[src/design/pscfg_defines.vh]
// shared constants for the strap and configuration pin block
`ifndef PSCFG_DEFINES_VH
`define PSCFG_DEFINES_VH
`define PSCFG_ADDR_BITS 2
`define PSCFG_ADDR3_IDX 0
`define PSCFG_ADDR4_IDX 1
`define PSCFG_ZERO1 1'h0
`define PSCFG_ONE1 1'h1
`define PSCFG_ZERO2 2'h0
`define PSCFG_MODE_HW 1'h0
`define PSCFG_MODE_SW 1'h1
`endif

[src/design/pscfg_strap_latch.v]
// two-bit strap capture register loaded once after reset release
`timescale 1ns/1ps
`include "pscfg_defines.vh"
module pscfg_strap_latch (
    input wire clk_in, // reference clock
    input wire resetn_in, // async reset, active low
    input wire load_in, // one-cycle capture strobe
    input wire [`PSCFG_ADDR_BITS-1:0] data_in, // sampled strap levels
    output reg [`PSCFG_ADDR_BITS-1:0] data_out // held address bits
);
    always @(posedge clk_in or negedge resetn_in) begin
        if (!resetn_in) begin
            data_out <= `PSCFG_ZERO2;
        end else if (load_in) begin
            data_out <= data_in;
        end
    end
endmodule // pscfg_strap_latch

[src/design/pscfg_pins.v]
// strap, led and configuration pin logic of the phy
// Summary of operation
// - address 3/4 pins are inputs during reset
// - sampled low gives zero, high gives one
// - address 3 pin drives transmit activity after reset
// - address 4 pin drives receive activity after reset
// - hardware mode: speed pin input, high=100
// - software mode: speed pin shows current speed
// - hardware mode: autoneg pin input, high=enabled
// - software mode: autoneg pin shows autoneg state
// - auto-crossover enable reads high when open
// - mode select low=hardware, high=software
`timescale 1ns/1ps
`include "pscfg_defines.vh"
module pscfg_pins (
    input wire clk_in, // reference clock, 50 mhz
    input wire resetn_in, // async reset, active low
    input wire addr3_tx_led_pin_in, // address 3 pin level
    input wire addr4_rx_led_pin_in, // address 4 pin level
    input wire tx_activity_in, // core transmit activity
    input wire rx_activity_in, // core receive activity
    input wire hardware_software_mode_select_in, // low hw, high sw
    input wire speed_select_pin_in, // speed pin level
    input wire autoneg_select_pin_in, // autoneg pin level
    input wire auto_crossover_enable_pin_in, // board level, pulled up
    input wire auto_crossover_pin_driven_in, // high when board drives it
    input wire sw_speed_100_in, // software speed setting
    input wire sw_autoneg_en_in, // software autoneg setting
    output reg addr3_tx_led_pin_out, // address 3 pin drive value
    output reg addr3_tx_led_pin_oe_out, // address 3 pin enable
    output reg addr4_rx_led_pin_out, // address 4 pin drive value
    output reg addr4_rx_led_pin_oe_out, // address 4 pin enable
    output reg speed_select_pin_out, // speed pin drive value
    output reg speed_select_pin_oe_out, // speed pin enable
    output reg autoneg_select_pin_out, // autoneg pin drive value
    output reg autoneg_select_pin_oe_out, // autoneg pin enable
    output reg [`PSCFG_ADDR_BITS-1:0] phy_addr_hi_out, // address bits 4:3
    output reg addr_valid_out, // straps captured
    output reg speed_100_out, // effective speed, high 100
    output reg autoneg_en_out, // effective autoneg enable
    output reg auto_crossover_en_out, // effective crossover enable
    output reg software_mode_out // current mode, high software
);
    // ------------------------------------------------------------
    // strap capture
    // ------------------------------------------------------------
    reg captured;
    reg load;
    wire [`PSCFG_ADDR_BITS-1:0] strap_levels;
    wire [`PSCFG_ADDR_BITS-1:0] held_addr;
    wire next_load;

    // pins are only sampled, never driven, before capture
    assign strap_levels = {addr4_rx_led_pin_in, addr3_tx_led_pin_in};
    assign next_load = ~captured & ~load;

    always @(posedge clk_in or negedge resetn_in) begin
        if (!resetn_in) begin
            load <= `PSCFG_ZERO1;
            captured <= `PSCFG_ZERO1;
        end else begin
            load <= next_load;
            if (load) begin
                captured <= `PSCFG_ONE1;
            end
        end
    end

    pscfg_strap_latch u_latch (
        .clk_in(clk_in),
        .resetn_in(resetn_in),
        .load_in(load),
        .data_in(strap_levels),
        .data_out(held_addr)
    );

    // ------------------------------------------------------------
    // outputs
    // ------------------------------------------------------------
    wire sw_mode;
    wire xover_level;

    assign sw_mode = (hardware_software_mode_select_in == `PSCFG_MODE_SW);
    // an undriven pin reads as the pull-up level
    assign xover_level = auto_crossover_pin_driven_in ?
        auto_crossover_enable_pin_in : `PSCFG_ONE1;

    always @(posedge clk_in or negedge resetn_in) begin
        if (!resetn_in) begin
            addr3_tx_led_pin_out <= `PSCFG_ZERO1;
            addr3_tx_led_pin_oe_out <= `PSCFG_ZERO1;
            addr4_rx_led_pin_out <= `PSCFG_ZERO1;
            addr4_rx_led_pin_oe_out <= `PSCFG_ZERO1;
            speed_select_pin_out <= `PSCFG_ZERO1;
            speed_select_pin_oe_out <= `PSCFG_ZERO1;
            autoneg_select_pin_out <= `PSCFG_ZERO1;
            autoneg_select_pin_oe_out <= `PSCFG_ZERO1;
            phy_addr_hi_out <= `PSCFG_ZERO2;
            addr_valid_out <= `PSCFG_ZERO1;
            speed_100_out <= `PSCFG_ZERO1;
            autoneg_en_out <= `PSCFG_ZERO1;
            auto_crossover_en_out <= `PSCFG_ONE1;
            software_mode_out <= `PSCFG_ZERO1;
        end else begin
            // led drivers wait until the straps are held
            addr3_tx_led_pin_oe_out <= captured;
            addr3_tx_led_pin_out <= captured & tx_activity_in;
            addr4_rx_led_pin_oe_out <= captured;
            addr4_rx_led_pin_out <= captured & rx_activity_in;
            phy_addr_hi_out <= held_addr;
            addr_valid_out <= captured;
            software_mode_out <= sw_mode;
            speed_select_pin_oe_out <= sw_mode;
            autoneg_select_pin_oe_out <= sw_mode;
            speed_select_pin_out <= sw_mode & sw_speed_100_in;
            autoneg_select_pin_out <= sw_mode & sw_autoneg_en_in;
            if (sw_mode) begin
                speed_100_out <= sw_speed_100_in;
                autoneg_en_out <= sw_autoneg_en_in;
            end else begin
                speed_100_out <= speed_select_pin_in;
                autoneg_en_out <= autoneg_select_pin_in;
            end
            auto_crossover_en_out <= xover_level;
        end
    end
endmodule // pscfg_pins

[config.mk]
export PLATFORM = sky130hd
export DESIGN_NAME = pscfg_pins
export DESIGN_NICKNAME = d
export VERILOG_FILES = /design/src/design/pscfg_strap_latch.v /design/src/design/pscfg_pins.v
export VERILOG_INCLUDE_DIRS = /design/src /design/src/design
export SDC_FILE = /design/constraint.sdc
export NUM_CORES = 1
export LEC_CHECK = 0
export BUFFER_PORTS_ARGS = -buffer_cell sky130_fd_sc_hd__buf_2
export CAP_MARGIN = 20
export CORE_AREA = 2 2 39 41
export DETAILED_ROUTE_END_ITERATION = 16
export DIE_AREA = 0 0 41 43
export GPL_TIMING_DRIVEN = 0
export PLACE_DENSITY = 0.7
export SYNTH_ARGS = -nofsm -noshare
export SYNTH_HDL_FRONTEND = slang
export SYNTH_HIERARCHICAL = 1
export SYNTH_SLANG_ARGS = --single-unit
[constraint.sdc]
create_clock -name clk_in -period 1 [get_ports clk_in]
set_clock_uncertainty 0.1 [all_clocks]
set_input_delay 0.25 -clock clk_in [delete_from_list [all_inputs] [get_ports clk_in]]
set_output_delay 0.25 -clock clk_in [all_outputs]
set_load 0.005 [all_outputs]
==> results.json <==
{
  "biggestRegsByFlops": "phy_addr_hi_out: 2 flops, u_latch/data_out: 2 flops",
  "design_area_um2": 734,
  "hpwl_um": 588,
  "fp.dieH_um": 43,
  "cp-start-kind": "flip-flop",
  "wl_per_cell_um": 9.99,
  "clkSinkCount": 15,
  "top_usage_layer": "met2",
  "netlist_top_cells_area": "dfrtp_1, buf_4, mux2_4",
  "synth.top_cells.by_count": "dfrtp_1, buf_4, and2_1, mux2_2, mux2_4",
  "drtIter0Drc": 6,
  "worstMarginPinSlew_ns": 0.316,
  "timing.final.crit_period_ns": 1.26,
  "nets": 77,
  "yosys_most_used_dff": "dfrtp_1",
  "cp.arrival_ns": 0.91,
  "tritoncts": "yes",
  "root_buffer": "clkbuf_4",
  "drt-pass1-iter-count": 2,
  "cts_buffers": 3,
  "grt_usage_pct": 10.5,
  "fp.dieW_um": 41,
  "setup_slack_ns": -0.256,
  "met3_usage_pct": 1.57,
  "via_per_inst": 4.01,
  "p_comb_share_pct": 10.0,
  "holdCritPathClass": "input port to flip-flop",
  "dp_slack_ns": 0.0365,
  "diodes": 0,
  "synth_warnings": 6,
  "critPathMaxFanout": 3,
  "clockBufferDepth": 2,
  "cts_htree_levels": 1,
  "clk_pin_slew_ns": 0.08,
  "io_buffers": 27,
  "setup_viol": 15,
  "wl_um": 789,
  "cts_setup_buffers": 0,
  "cap_violations": 0,
  "synth_area_per_cell_um2": 16.7,
  "start_util_pct": 36.3,
  "synth_cell_types": 10,
  "ant_nets": 0,
  "rows": 14,
  "cellInternalPower_mw": 0.856,
  "worstPathRequired_ns": 0.65,
  "synth-edff-count": 0,
  "vias": 317,
  "clock_latency_ns": 0.27,
  "drv_slew": 0,
  "ys_ff_latch": 15,
  "fmax_mhz": 796,
  "drive_above_1_share_pct": 63.5,
  "yosysTopAreaCellShare_pct": 69.8,
  "grt_overflow": 0,
  "period_share_pct": 126,
  "final_util_pct": 53.1,
  "grt_pass1_vias": 314,
  "syn_inst": 30,
  "leakagePower_nw": 0.372,
  "fin_cells": 79,
  "p_per_area_mw_per_mm2": 1460,
  "status": "finished, violations left",
  "gp_congestion": 0.588,
  "synth_top_area_cell": "dfrtp_1",
  "seq_power_share_pct": 59.8,
  "grt_max_degree": 16,
  "p_sw_mw": 0.217,
  "placed_area_um2": 657,
  "relSlewSlack_pct": 78.9,
  "yosysSeqAreaShare_pct": 75.1,
  "final-hold-violation-count": 0,
  "drc": 0,
  "n_fill_cell": 123,
  "place_inst": 73,
  "vdd_drop_max_mv": 0.568,
  "critPathKind": "flip-flop to output port",
  "grt_pass1_wl_mm": 1.21,
  "rsz0062_at_grt": "true",
  "netlist_area_um2": 502,
  "yosys.cell_count.top_type": "dfrtp_1",
  "synth_fp_nets": 43,
  "cp-end-kind": "output port",
  "async_flop_share_pct": 100,
  "core_mm2": 0.00138,
  "antenna_found_initial": 0,
  "die_area_mm2": 0.00176,
  "swShare_pct": 20.2,
  "clockPowerShare_pct": 30.2,
  "use_met1_pct": 11.6,
  "ios": 28,
  "use_met2_pct": 16.9,
  "area_delta_synth_final_pct": 46.4,
  "violations": "negative setup slack"
}
==> worst max-delay path, stage by stage (launching register included) <==
cell and delay, ns:
dfrtp_1 0.39, buf_4 0.14, buf_6 0.10
==> stage by stage <==
step	power [mW]	hold WS, ns	setup TNS (ns)
finish	1.07	0.0544	-2.34
global route	1.13	0.0430	-2.95
CTS	1.09	0.0474	-2.54
detailed placement	0.750	0.0615	0
global placement	0.746	0.0580	0
floorplan	0.685	-0.146	0
==> cells in the final DEF (no fill, tap or decap) <==
master	n
dlygate4sd3_1	2
clkbuf_1	1
and2_2	1
mux2_2	2
buf_6	5
buf_4	4
dfstp_2	1
mux2_4	2
dfrtp_1	14
or2_1	1
buf_2	22
nor2_1	1
nand2b_1	1
clkbuf_4	3
and2_1	3
==> what timing repair did <==
action,4_1_cts,5_1_grt
hold buffers,2,0
resized for setup,4,1
hold endpoints to repair,15,0
endpoints found under the setup margin,15,15
cloned,0,0
==> power by group through the flow <==
stage	Clock [mW]	Sequential, mW	Combinational [mW]
detailed placement	0	0.654	0.0959
global placement	0	0.653	0.0936
CTS	0.340	0.642	0.108
finish	0.324	0.642	0.108
global route	0.363	0.646	0.121
floorplan	0	0.658	0.0277
==> path summary, 6_finish.rpt <==
path	from	endpoint	slack (ns)	depth (start not counted)
min in group asynchronous	resetn_in	addr3_tx_led_pin_out	0.30	2
min reg2reg	u_latch/data_out[1]	phy_addr_hi_out[1]	0.28	0
min	hardware_software_mode_select_in	autoneg_select_pin_oe_out	0.05	1
max	autoneg_select_pin_oe_out	software_mode_out	-0.26	2
max reg2reg	load	u_latch/data_out[1]	0.04	1
max in group asynchronous	resetn_in	auto_crossover_en_out	0.22	2
==> cells by family (layout without fill, tap and decap cells) <==
logic type	Yosys count	in the layout	share of synthesized area, %
DFF	15	15	75.1
and+or+nand+nor	7	7	8.48
muxes	4	4	10.5
buffers and inverters	4	37	5.99
==> layout make-up <==
type	count	area, um2	share of cell area [%]
Buffer	4	30.0	4.09
Clock buffer	4	26.3	3.58
Multi-Input combinational cell	11	95.1	12.9
Sequential cell	15	377	51.3
Tap cell	16	20.0	2.73
Timing Repair Buffer	29	186	25.4
==> layer usage <==
metal	wire length, um	vias to the layer above
li1	-	156
met1	276	145
met2	453	16
met3	59	0
met4	0	0
met5	0	-
No activity file was read; power rests on OpenSTA's default activity.
